File: config.mk
export PLATFORM = sky130hd
export DESIGN_NAME = rasp_top
export DESIGN_NICKNAME = d
export VERILOG_FILES = /design/src/pkg/rasp_pkg.sv /design/src/rasp_buf_mem.sv /design/src/rasp_top.sv
export SDC_FILE = /design/constraint.sdc
export NUM_CORES = 2
export LEC_CHECK = 0
export BUFFER_PORTS_ARGS = -buffer_cell sky130_fd_sc_hd__buf_2
export CORE_UTILIZATION = 60
export CTS_BUF_LIST = sky130_fd_sc_hd__clkbuf_2
export DETAILED_ROUTE_END_ITERATION = 8
export PLACE_DENSITY_LB_ADDON = 0.05
export SYNTH_ARGS = -nofsm -noshare
export SYNTH_HDL_FRONTEND = slang
export SYNTH_HIERARCHICAL = 1
export SYNTH_SLANG_ARGS = --single-unit
File: constraint.sdc
create_clock -name clk_in -period 50.5 [get_ports clk_in]
set_input_delay 15.15 -clock clk_in [delete_from_list [all_inputs] [get_ports clk_in]]
set_output_delay 15.15 -clock clk_in [all_outputs]
set_load 0.01 [all_outputs]
File: src/pkg/rasp_pkg.sv
// Shared constants, types and register map of the raw ASCII serial port
package rasp_pkg;
   localparam int CLK_HZ = 100_000_000;
   localparam int BAUD_TABLE [8] = '{300, 600, 900, 2400, 4800, 9600, 19200, 38400};
   localparam logic [7:0] XOFF_CHAR = 8'h13;
   localparam logic [7:0] XON_CHAR = 8'h11;
   // Register byte offsets
   localparam logic [11:0] ADDR_CTRL = 12'h000;
   localparam logic [11:0] ADDR_TXDATA = 12'h004;
   localparam logic [11:0] ADDR_STATUS = 12'h008;
   localparam logic [11:0] ADDR_IRQ_STAT = 12'h00C;
   localparam logic [11:0] ADDR_IRQ_MASK = 12'h010;
   localparam logic [11:0] ADDR_TIMING = 12'h014;
   localparam logic [11:0] ADDR_RXCOUNT = 12'h018;
   localparam logic [11:0] ADDR_BUFBASE = 12'h01C;
   localparam logic [2:0] MEM_REGION = 3'h1;
   // Interrupt bit positions
   localparam int IRQ_W = 6;
   localparam int IRQ_RX = 0;
   localparam int IRQ_PAR = 1;
   localparam int IRQ_FRM = 2;
   localparam int IRQ_TMO = 3;
   localparam int IRQ_TXD = 4;
   localparam int IRQ_OVF = 5;
   // Receive buffer
   localparam int MEM_DEPTH = 128;
   localparam int MEM_AW = 7;
   localparam int MEM_DW = 16;
   localparam logic [7:0] RX_MAX_BYTES = 8'h80;
   localparam int BUF_WORDS = 2 + 128 / 2;
   localparam logic [6:0] BUF_HDR_WORDS = 7'h02;
   localparam logic [6:0] BASE_MAX = 7'h3E;
   typedef enum logic [1:0] {PAR_NONE = 2'h0, PAR_EVEN = 2'h1, PAR_ODD = 2'h2} rasp_par_e;
   typedef enum logic [2:0] {
      TX_IDLE = 3'h0, TX_RTS_WAIT = 3'h1, TX_START = 3'h3, TX_DATA = 3'h2,
      TX_PAR = 3'h6, TX_STOP = 3'h7, TX_RTS_OFF = 3'h5
   } rasp_tx_e;
   typedef enum logic [2:0] {
      RX_IDLE = 3'h0, RX_START = 3'h1, RX_DATA = 3'h3, RX_PAR = 3'h2, RX_STOP = 3'h6
   } rasp_rx_e;
   typedef struct packed {
      logic en;
      logic echo_sup;
      logic rts_fc;
      logic xon_fc;
      rasp_par_e parity;
      logic stop2;
      logic data8;
      logic [2:0] baud;
   } rasp_cfg_s;
   localparam int CFG_W = 11;
   localparam rasp_cfg_s CFG_RESET = 11'h00D;
   typedef struct packed {
      logic [7:0] rts_off;
      logic [7:0] rts_on;
      logic [15:0] timeout;
   } rasp_tim_s;
   localparam rasp_tim_s TIM_RESET = 32'h0000_0000;
   typedef struct packed {
      logic en;
      logic [1:0] be;
      logic [MEM_AW-1:0] addr;
      logic [MEM_DW-1:0] data;
   } rasp_memwr_s;
endpackage

File: src/rasp_buf_mem.sv
// Receive buffer memory: one byte-lane write port, one registered read port
`timescale 1ns/1ps
module rasp_buf_mem
   import rasp_pkg::*;
(
   input wire logic clk_in, // System clock
   input wire rasp_memwr_s wr_in, // Write request
   input wire logic [MEM_AW-1:0] rd_addr_in, // Read word address
   output logic [MEM_DW-1:0] rd_data_out // Registered read data
);
   typedef struct packed {
      logic [MEM_DEPTH-1:0][MEM_DW-1:0] words;
      logic [MEM_DW-1:0] rdata;
   } rasp_mem_state_s;

   rasp_mem_state_s s;
   rasp_mem_state_s n;

   always_comb
   begin
      n = s;
      n.rdata = s.words[rd_addr_in];
      if (wr_in.en && wr_in.be[0])
      begin
         n.words[wr_in.addr][7:0] = wr_in.data[7:0];
      end
      if (wr_in.en && wr_in.be[1])
      begin
         n.words[wr_in.addr][15:8] = wr_in.data[15:8];
      end
   end

   always_ff @(posedge clk_in)
   begin
      s <= n;
   end

   assign rd_data_out = s.rdata;
endmodule // rasp_buf_mem

File: src/rasp_top.sv
// Raw ASCII serial port with AHB-Lite registers, flow control and receive buffer
`timescale 1ns/1ps
// Functional notes
// - Bit rate is selectable among 300, 600, 900, 2400, 4800, 9600, 19200 and 38400 baud.
// - All stations on the line must use one identical bit rate.
// - Seven or eight data bits are selectable and both ends must agree.
// - Frames end with one or two stop bits, matching the far end.
// - Parity is even, odd or absent, generated and checked, same at both ends.
// - With software flow control, sending stops after the pause character 13h arrives.
// - After a pause, sending resumes only when the resume character 11h arrives; the code also resumes when software flow control is switched off.
// - With hardware flow control, request-to-send is raised and sending waits for clear-to-send.
// - Flow control affects only transmission, never reception.
// - Received bytes go to a buffer at a set base, two header words plus half the bytes, 66 words.
// - Echo suppression keeps the port's own transmitted characters out of reception.
// - Line settings act only while the port option is enabled; otherwise the port is inactive.
// - After a message is sent, a missing response within the set interval logs an error.
// - A set delay elapses between raising request-to-send and sending.
// - A set delay elapses after the last data before request-to-send is released.
module rasp_top
   import rasp_pkg::*;
#(
   parameter int CLK_FREQ_HZ = CLK_HZ // Clock rate used to derive bit times
)(
   input wire logic clk_in, // System clock
   input wire logic rst_in, // Synchronous reset, active high
   input wire logic hsel_in, // AHB slave select
   input wire logic [31:0] haddr_in, // AHB address
   input wire logic [1:0] htrans_in, // AHB transfer type
   input wire logic hwrite_in, // AHB write
   input wire logic [2:0] hsize_in, // AHB size, word only
   input wire logic [31:0] hwdata_in, // AHB write data
   input wire logic hready_in, // AHB bus ready
   output logic hreadyout_out, // AHB slave ready
   output logic hresp_out, // AHB response, always OKAY
   output logic [31:0] hrdata_out, // AHB read data
   input wire logic serial_receive_line_in, // Serial receive pin
   input wire logic send_clear_input_in, // Clear-to-send pin, high is active
   output logic serial_transmit_line_out, // Serial transmit pin
   output logic send_request_output_out, // Request-to-send pin, high is active
   output logic irq_out // Level interrupt
);
   typedef struct packed {
      rasp_cfg_s cfg;
      rasp_tim_s tim;
      logic [IRQ_W-1:0] irq_stat;
      logic [IRQ_W-1:0] irq_mask;
      logic [MEM_AW-1:0] bufbase;
      logic [7:0] rx_count;
      logic dp_valid;
      logic dp_write;
      logic [11:0] dp_addr;
      logic [31:0] rdata;
      logic rx_m;
      logic rx_s;
      logic cts_m;
      logic cts_s;
      rasp_tx_e tx_st;
      logic [19:0] tx_div;
      logic [7:0] tx_hold;
      logic tx_full;
      logic [7:0] tx_sh;
      logic tx_par;
      logic [2:0] tx_bit;
      logic tx_stop2nd;
      logic tx_line;
      logic rts;
      logic [7:0] tx_cnt;
      logic paused;
      logic tmo_on;
      logic [15:0] tmo_cnt;
      rasp_rx_e rx_st;
      logic [19:0] rx_div;
      logic [7:0] rx_sh;
      logic [2:0] rx_bit;
      logic rx_perr;
      logic hdr_pend;
      rasp_memwr_s memwr;
   } rasp_top_state_s;

   rasp_top_state_s s;
   rasp_top_state_s n;
   logic [19:0] div;
   logic tx_tick;
   logic rx_tick;
   logic [2:0] last_bit;
   logic tx_busy;
   logic echo_block;
   logic go;
   logic rx_done;
   logic rx_good;
   logic [7:0] rx_byte;
   logic [MEM_DW-1:0] mem_rdata;

   function automatic logic [19:0] baud_div(input logic [2:0] sel);
      return 20'((CLK_FREQ_HZ + BAUD_TABLE[sel] / 2) / BAUD_TABLE[sel]);
   endfunction

   function automatic logic par_bit(input logic [7:0] d, input logic d8, input rasp_par_e p);
      return (^(d & {d8, 7'h7F})) ^ (p == PAR_ODD);
   endfunction

   function automatic rasp_top_state_s tx_load(input rasp_top_state_s st, input logic [19:0] d);
      rasp_top_state_s r;
      r = st;
      r.tx_sh = st.tx_hold;
      // Parity taken at load, since the holding byte may be refilled mid-frame
      r.tx_par = par_bit(st.tx_hold, st.cfg.data8, st.cfg.parity);
      r.tx_full = 1'b0;
      r.tx_div = d - 20'h00001;
      r.tx_line = 1'b0;
      r.tx_st = TX_START;
      return r;
   endfunction

   assign div = baud_div(s.cfg.baud);
   assign tx_tick = (s.tx_div == 20'h00000);
   assign rx_tick = (s.rx_div == 20'h00000);
   assign last_bit = s.cfg.data8 ? 3'h7 : 3'h6;
   assign tx_busy = (s.tx_st == TX_START) || (s.tx_st == TX_DATA) || (s.tx_st == TX_PAR)
      || (s.tx_st == TX_STOP);
   assign echo_block = s.cfg.echo_sup && tx_busy;
   assign go = s.cfg.en && s.tx_full && !s.paused;
   assign rx_done = (s.rx_st == RX_STOP) && rx_tick;
   assign rx_good = !s.rx_perr && s.rx_s;
   assign rx_byte = s.rx_sh & {s.cfg.data8, 7'h7F};

   always_comb
   begin
      logic [IRQ_W-1:0] ev;
      logic [IRQ_W-1:0] clr;
      logic [7:0] cnt_base;
      logic [MEM_AW-1:0] waddr;
      ev = '0;
      clr = '0;
      cnt_base = s.rx_count;
      waddr = '0;
      n = s;
      n.memwr.en = 1'b0;
      n.rx_m = serial_receive_line_in;
      n.rx_s = s.rx_m;
      n.cts_m = send_clear_input_in;
      n.cts_s = s.cts_m;
      // Bus data phase
      if (s.dp_valid && s.dp_write)
      begin
         case (s.dp_addr)
            ADDR_CTRL: n.cfg = rasp_cfg_s'(hwdata_in[CFG_W-1:0]);
            ADDR_TXDATA:
               if (!s.tx_full)
               begin
                  n.tx_hold = hwdata_in[7:0];
                  n.tx_full = 1'b1;
               end
            ADDR_IRQ_STAT: clr = hwdata_in[IRQ_W-1:0];
            ADDR_IRQ_MASK: n.irq_mask = hwdata_in[IRQ_W-1:0];
            ADDR_TIMING: n.tim = rasp_tim_s'(hwdata_in);
            ADDR_RXCOUNT:
            begin
               cnt_base = 8'h00;
               n.rx_count = 8'h00;
               n.hdr_pend = 1'b1;
            end
            ADDR_BUFBASE: n.bufbase = (hwdata_in[6:0] > BASE_MAX) ? BASE_MAX : hwdata_in[6:0];
            default: n.rx_count = s.rx_count;
         endcase
      end
      // Bus address phase
      n.dp_valid = hsel_in && htrans_in[1] && hready_in;
      n.dp_write = hwrite_in;
      n.dp_addr = haddr_in[11:0];
      case (haddr_in[11:0])
         ADDR_CTRL: n.rdata = {21'h000000, s.cfg};
         ADDR_STATUS: n.rdata = {27'h0000000, s.cts_s, s.rts, tx_busy, s.paused, s.tx_full};
         ADDR_IRQ_STAT: n.rdata = {26'h0000000, s.irq_stat};
         ADDR_IRQ_MASK: n.rdata = {26'h0000000, s.irq_mask};
         ADDR_TIMING: n.rdata = s.tim;
         ADDR_RXCOUNT: n.rdata = {24'h000000, s.rx_count};
         ADDR_BUFBASE: n.rdata = {25'h0000000, s.bufbase};
         default: n.rdata = 32'h0000_0000;
      endcase
      // Response timeout, counted in bit times
      n.tx_div = tx_tick ? div - 20'h00001 : s.tx_div - 20'h00001;
      if (s.tmo_on && tx_tick)
      begin
         n.tmo_cnt = s.tmo_cnt - 16'h0001;
         if (s.tmo_cnt == 16'h0001)
         begin
            n.tmo_on = 1'b0;
            ev[IRQ_TMO] = 1'b1;
         end
      end
      // Transmitter
      unique case (s.tx_st)
         TX_IDLE:
         begin
            n.tx_line = 1'b1;
            if (!s.cfg.rts_fc)
            begin
               n.rts = 1'b0;
            end
            if (go && s.cfg.rts_fc)
            begin
               n.rts = 1'b1;
               n.tx_cnt = s.rts ? 8'h00 : s.tim.rts_on;
               n.tx_st = TX_RTS_WAIT;
            end
            else if (go)
            begin
               n = tx_load(n, div);
            end
         end
         TX_RTS_WAIT:
            if (s.tx_cnt != 8'h00)
            begin
               if (tx_tick)
               begin
                  n.tx_cnt = s.tx_cnt - 8'h01;
               end
            end
            else if (s.cts_s && go)
            begin
               n = tx_load(n, div);
            end
         TX_START:
            if (tx_tick)
            begin
               n.tx_st = TX_DATA;
               n.tx_bit = 3'h0;
               n.tx_line = s.tx_sh[0];
            end
         TX_DATA:
            if (tx_tick)
            begin
               n.tx_sh = {1'b0, s.tx_sh[7:1]};
               n.tx_bit = s.tx_bit + 3'h1;
               n.tx_line = s.tx_sh[1];
               if (s.tx_bit == last_bit)
               begin
                  n.tx_stop2nd = 1'b0;
                  n.tx_st = (s.cfg.parity != PAR_NONE) ? TX_PAR : TX_STOP;
                  n.tx_line = (s.cfg.parity != PAR_NONE) ? s.tx_par : 1'b1;
               end
            end
         TX_PAR:
            if (tx_tick)
            begin
               n.tx_st = TX_STOP;
               n.tx_line = 1'b1;
            end
         TX_STOP:
            if (tx_tick)
            begin
               if (s.cfg.stop2 && !s.tx_stop2nd)
               begin
                  n.tx_stop2nd = 1'b1;
               end
               else
               begin
                  ev[IRQ_TXD] = 1'b1;
                  if (go && !s.cfg.rts_fc)
                  begin
                     n = tx_load(n, div);
                  end
                  else if (go)
                  begin
                     n.tx_cnt = 8'h00;
                     n.tx_st = TX_RTS_WAIT;
                  end
                  else
                  begin
                     n.tmo_on = (s.tim.timeout != 16'h0000);
                     n.tmo_cnt = s.tim.timeout;
                     n.tx_cnt = s.tim.rts_off;
                     n.tx_st = s.cfg.rts_fc ? TX_RTS_OFF : TX_IDLE;
                  end
               end
            end
         TX_RTS_OFF:
            if (go)
            begin
               n.tx_cnt = 8'h00;
               n.tx_st = TX_RTS_WAIT;
            end
            else if (s.tx_cnt == 8'h00)
            begin
               n.rts = 1'b0;
               n.tx_st = TX_IDLE;
            end
            else if (tx_tick)
            begin
               n.tx_cnt = s.tx_cnt - 8'h01;
            end
         default: n.tx_st = TX_IDLE;
      endcase
      // Receiver, never gated by flow control
      n.rx_div = rx_tick ? s.rx_div : s.rx_div - 20'h00001;
      unique case (s.rx_st)
         RX_IDLE:
            if (s.cfg.en && !s.rx_s && !echo_block)
            begin
               n.rx_st = RX_START;
               n.rx_div = {1'b0, div[19:1]};
               n.rx_sh = 8'h00;
               n.rx_perr = 1'b0;
            end
         RX_START:
            if (rx_tick)
            begin
               n.rx_st = s.rx_s ? RX_IDLE : RX_DATA;
               n.rx_bit = 3'h0;
               n.rx_div = div - 20'h00001;
            end
         RX_DATA:
            if (rx_tick)
            begin
               n.rx_sh[s.rx_bit] = s.rx_s;
               n.rx_bit = s.rx_bit + 3'h1;
               n.rx_div = div - 20'h00001;
               if (s.rx_bit == last_bit)
               begin
                  n.rx_st = (s.cfg.parity != PAR_NONE) ? RX_PAR : RX_STOP;
               end
            end
         RX_PAR:
            if (rx_tick)
            begin
               n.rx_perr = s.rx_s != par_bit(s.rx_sh, s.cfg.data8, s.cfg.parity);
               n.rx_div = div - 20'h00001;
               n.rx_st = RX_STOP;
            end
         RX_STOP:
            if (rx_tick)
            begin
               n.rx_st = RX_IDLE;
            end
         default: n.rx_st = RX_IDLE;
      endcase
      if (rx_done)
      begin
         ev[IRQ_RX] = 1'b1;
         ev[IRQ_PAR] = s.rx_perr;
         ev[IRQ_FRM] = !s.rx_s;
         n.tmo_on = 1'b0;
         if (rx_good && s.cfg.xon_fc && rx_byte == XOFF_CHAR)
         begin
            n.paused = 1'b1;
         end
         else if (rx_good && s.cfg.xon_fc && rx_byte == XON_CHAR)
         begin
            n.paused = 1'b0;
         end
         else if (rx_good && cnt_base < RX_MAX_BYTES)
         begin
            waddr = s.bufbase + BUF_HDR_WORDS + {1'b0, cnt_base[6:1]};
            n.memwr = '{1'b1, cnt_base[0] ? 2'b10 : 2'b01, waddr, {rx_byte, rx_byte}};
            n.rx_count = cnt_base + 8'h01;
            n.hdr_pend = 1'b1;
         end
         else if (rx_good)
         begin
            ev[IRQ_OVF] = 1'b1;
         end
      end
      if (!n.memwr.en && s.hdr_pend)
      begin
         n.memwr = '{1'b1, 2'b11, s.bufbase, {8'h00, n.rx_count}};
         n.hdr_pend = 1'b0;
      end
      if (!s.cfg.xon_fc)
      begin
         n.paused = 1'b0;
      end
      n.irq_stat = (s.irq_stat & ~clr) | ev;
   end

   always_ff @(posedge clk_in)
   begin
      if (rst_in)
      begin
         s <= '0;
         s.cfg <= CFG_RESET;
         s.tim <= TIM_RESET;
         s.tx_line <= 1'b1;
         s.rx_m <= 1'b1;
         s.rx_s <= 1'b1;
      end
      else
      begin
         s <= n;
      end
   end

   rasp_buf_mem u_mem (
      .clk_in(clk_in),
      .wr_in(s.memwr),
      .rd_addr_in(haddr_in[8:2]),
      .rd_data_out(mem_rdata)
   );

   assign hreadyout_out = 1'b1;
   assign hresp_out = 1'b0;
   assign hrdata_out = (s.dp_addr[11:9] == MEM_REGION) ? {16'h0000, mem_rdata} : s.rdata;
   assign serial_transmit_line_out = s.tx_line;
   assign send_request_output_out = s.rts;
   assign irq_out = |(s.irq_stat & s.irq_mask);
endmodule // rasp_top

Yosys cells after proc, flatten, opt, wreduce, memory -nomap -nowiden

Memories as Yosys holds them, arrays and structs flattened.
Cells that the tools add are included.

Word-level logic and storage cells: 458
Output and inout port bits: 37
Bits in read-only memories: 256
Memories kept: 1
Register bits: 2,319

Memory list:

| name            | words | width | read ports | clocked after Yosys merged registers in | wr ports | line           | RTL |
|---|---|---|---|---|---|---|---|
| (no name shown) | 8     | 32    | 1          | 0                                       | 0        | rasp_top.sv:95 | `return 20'((CLK_FREQ_HZ + BAUD_TABLE[sel] / 2) / BAUD_TABLE[sel]);` |

Equality and inequality tests: 51
Add/subtract/negate cells: 12
$lt $le $gt $ge: 8
Muxes and demuxes: 129
Divide/modulo/power cells: 1
Bitwise gates (word level): 14
Reduce and logical (&&, ||, !) cells: 65

Operators by type and width:

| operator                | count |
|---|---|
| $bwmux W2048            | 2 |
| $mux W2048              | 2 |
| $mux W135               | 3 |
| $pmux W80 S3            | 1 |
| $demux W16 S7           | 2 |
| $pmux W32 S7            | 1 |
| $mux W80                | 2 |
| $mux W32                | 4 |
| $mux W8                 | 15 |
| $bmux W16 S7            | 1 |
| $mux W27                | 4 |
| $eq A12 B5 Y1 const B   | 8 |
| $mux W90                | 1 |
| $mux W44                | 2 |
| $pmux W29 S3            | 1 |
| $mux W43                | 2 |
| $pmux W20 S4            | 1 |
| $sub A20 B1 Y20 const B | 3 |
| $mux W17                | 3 |
| $mux W3                 | 16 |
| $mux W47                | 1 |
| $mux W23                | 2 |
| $logic_not A20 Y1       | 2 |
| $mux W20                | 2 |
| 82 further kinds        | 199 |

Depth between registers and ports, before layout

Depth in word-level cells: 21
Mapped depth: 284
Mapped depth without buffers: 238

By module

Netlist, hierarchy kept.

By module, submodules not included:

| module       | times used | cells an instance | area each (sq um) |
|---|---|---|---|
| rasp_buf_mem | 1          | 4,411             | 86,115.1 |
| rasp_top     | 1          | 5,606             | 38,991.1 |

Least setup slack after synthesis

OpenSTA, ideal clock, no wires.

Path kind: flip-flop to flip-flop
Start point: register, netlist name s[245]
End point: register, netlist name s[44]
Data required time: 50.431 ns
Arrival time: 51.740 ns
Setup time: 0.069 ns
Setup slack: -1.309 ns
Clock period less this slack: 51.809 ns
Path buffers: 49
Stages on the path, launching flop included: 247
Cell sequence: dfxtp_1 clkbuf_1 inv_1 clkbuf_1 ha_1 buf_2 nor2_1 a21oi_1 clkbuf_1 clkinv_1 ha_1 nand3_1 a211oi_1 o21a_1 nand2_1 nand2_1 clkbuf_1 mux2_2 (+211 left out) or3b_4 nor3_4 buf_6 buf_2 clkbuf_1 o21ai_0 ha_1 a21oi_1 nand3_1 a21oi_1 o221ai_1 a2111oi_2 o2111ai_1 a31oi_4 a31oi_1 xnor2_1 or3_1 o21ai_1

==> key figures <==
Place
  • Routability cong.: 1.008
  • DP HPWL: about 250,000 µm
  • Area after DPL: 0.1291 mm²
  • Inst Count DP: 12.59k
  • # port buffers: 86

Drt
  • Vias per std cell: 6.593
  • Post-Route WL: 378,300 µm
  • Vias post-DR: 89.58k
  • Number of iterations in the first detailed-routing pass: 6
  • M1 wire length: between 150,000 and 200,000 µm
  • Top layer in use: met5
  • Remaining DRCs: 0
  • ANT nets after route: 0
  • WL met2: 171,100 µm
  • Mean routed wirelength per cell: about 28 µm
  • Met3 wire len: 36,170 µm
  • Initial DRC Count: slightly below 10k

Yosys
  • FF+latch count, synth: 2,319
  • Gate Count Post-Synth: 10.02k
  • Top_reg_cell synth: edfxtp_1
  • EDFF count, synth: approximately 2k
  • Main area contributors after synthesis: edfxtp_1 49%, mux4_2 12%, and2_1 5.3%
  • Syn avg cell area: 12.49 µm²
  • Netlist cell types: 144
  • Seq/Total Area, Yosys: 53.49%
  • Share of the synthesized area in the top cell type: between 40% and 50%
  • Synth warn: 6
  • Synth area leader: edfxtp_1
  • Syn Std Cell Area: 0.1251 mm²
  • Async SR Flop Fraction: 0%

Timing
  • Peak Freq: between 20 and 25 MHz
  • Final Critical Period: 47.93 ns
  • Post-route clock skew: 0.2355 ns
  • Final Cycle Share: 94.91%
  • Slew HR: between 10 and 15%
  • Final hold vios: 0
  • Slew at the pin closest to its max-slew limit: roughly 1.3 ns
  • Final Slew Violations: 0
  • Final number of setup-violating endpoints: 0

Floorplanning
  • DIE AREA: 0.2103 mm²
  • Core ar.: 0.2071 mm²
  • Row cnt: 167
  • Initial core utilization: 60.42%
  • Die X: 458.6 µm
  • IO Count: 113
  • Die height: ~460 µm

Pwr
  • Worst vdd ir: ~0.085 mV
  • PD cells: a little over 40 mW/mm²
  • Leakage: 47.97 nW
  • Total power: 5.586 mW

Hold path
  • Worst min path class: flip-flop to flip-flop

Clock tree
  • Clk sinks: ~2.3k
  • Hold Buf Count CTS: 0
  • Latest clock arrival within the worst-skew pair: 1.85 ns
  • Longest Clk Path Bufs: 4
  • CTS tree: built
  • CTS H-tree lvls: 6
  • Clk root buf: clkbuf_2
  • Clock transition at the registers of the reported paths: approximately 0.10 ns
  • Inserted Clock Buffers: 592

Global routing
  • Largest net degree at the start of global routing: 130
  • Global route total overflow: 0
  • First-pass GRT wire length: ~560,000 µm
  • Vias in the first global route: roughly 86k
  • Total GRT Usage: 35.62%
  • Initial antenna violation count: 20

Final layout
  • Synth-to-layout area growth: 7.530%
  • Share of cells above drive strength 1: 21.44%
  • Final Instance Area: roughly 0.13 mm²
  • Fin cells: 13.59k
  • # nets final: around 11k

Worst setup path
  • Worst setup SP type: flip-flop
  • CP max stage cell: or4_1
  • Largest stage delay, worst path: 0.65 ns
  • CP Max Fanout: 20
  • Arr. time, crit path: 49.51 ns
  • Setup Crit Path Kind: flip-flop to flip-flop
  • CP Capture Type: flip-flop
  • CP required: ~52 ns
  • CP most frequent cell: ha_1

Flow run
  • Max_cap viols: 0

Run status
  • Status: completed
-- final timing paths --
path / start / endpoint / slack (ns) / cells after the start
worst max-delay path: s[246] / s[113] / 2.57 / 221
worst min-delay path: s[138] / s[137] / 0.37 / 1
worst max register to register: s[246] / s[113] / 2.57 / 221
worst min register to register: s[138] / s[137] / 0.37 / 1
-- cell type report --
cell class,count,area [µm²]
Antenna cell,15,37.54
Clock buffer,861,4309
Clock inverter,108,759.5
Fill cell,15943,72540
Inverter,135,511.7
Multi-Input combinational cell,6945,55400
Sequential cell,2319,66990
Tap cell,2788,3488
Timing Repair Buffer,416,3037
-- layer usage --
metal	GRT usage, %	vias to the layer above
met5	0	-
met4	16.89	12
met3	7.540	900
met2	54.14	4663
met1	49.20	44597
li1	-	39410
-- cells in the mapped netlist, drive strengths merged (82+ instances only) --
cell type,number
edfxtp,2048
and2,1059
nor2,869
mux4,672
nand2,619
clkbuf,465
a21oi,449
o21ai,349
dfxtp,271
ha,254
xnor2,253
nand3,211
nor3,208
buf,165
xor2,146
and3,137
inv,131
a21o,116
a211oi,110
nor2b,99
a31oi,92
mux2,84
mux2i,84
nand4,82
-- repair_timing --
action	CTS	global route
resized for setup	0	35
setup buffers	0	12
endpoints found under the setup margin	0	31
-- cell families (layout without fill, tap and decap cells) --
family,after synthesis,in the layout,share of synthesized area [%]
simple gates,3670,3671,15.40
mux,840,840,13.54
fa+ha+maj,259,259,2.588
compound gates,1758,1758,9.590
buf+inv,765,1520,2.488
flops,2319,2319,53.49
other cells,2,28,0.006003
xor+xnor,404,404,2.889
-- sequential cells by signal, indices dropped and copies added, names as in the netlist --
name / flops
serial_transmit_line_out: 1
u_mem/rd_data_out: 16
u_mem/s: 2048
s: 253
send_request_output_out: 1
-- power by group --
| part | internal (mW) | switching (mW) | total, mW | leakage [nW] |
|---|---|---|---|---|
| combinational | 0.800 | 1.46 | 2.26 | 22.1 |
| sequential | 2.07 | 0.0135 | 2.08 | 21.9 |
| clock | 0.510 | 0.737 | 1.25 | 3.95 |
-- layout by cell type (no fill, tap or decap), drive strengths merged, types with 254 or more instances in the layout --
cell type	Yosys	final
buf	165	416
a21oi	449	449
nand2	619	619
and2	1059	1059
mux4	672	672
edfxtp	2048	2048
ha	254	254
nor2	869	869
clkbuf	465	861
o21ai	349	349
dfxtp	271	271
-- through the flow --
stage / TNS, ns / hold WS (ns) / setup slack (ns) / util (%)
2_1_floorplan: 0 / 0.3895 / 0.07482 / -
3_3_place_gp: 0 / 0.4009 / 0.7414 / 62.36
3_5_place_dp: 0 / 0.4053 / 0.4694 / 62.36
4_1_cts: 0 / 0.3600 / 0.3892 / 64.81
5_1_grt: -0.3415 / 0.3953 / -0.08367 / 64.96
6_report: 0 / 0.3677 / 2.573 / 64.97
-- worst max-delay path, delay by kind of cell, from the launching register on --
| family | cells | cell delay [ns] |
|---|---|---|
| simple gates | 85 | 17.26 |
| compound gates | 85 | 17.19 |
| fa+ha+maj | 20 | 6.77 |
| buf+inv | 25 | 4.68 |
| mux | 3 | 0.88 |
| xor+xnor | 3 | 0.65 |
| flops | 1 | 0.34 |
Note: power is estimated with default switching activity, not from simulation.
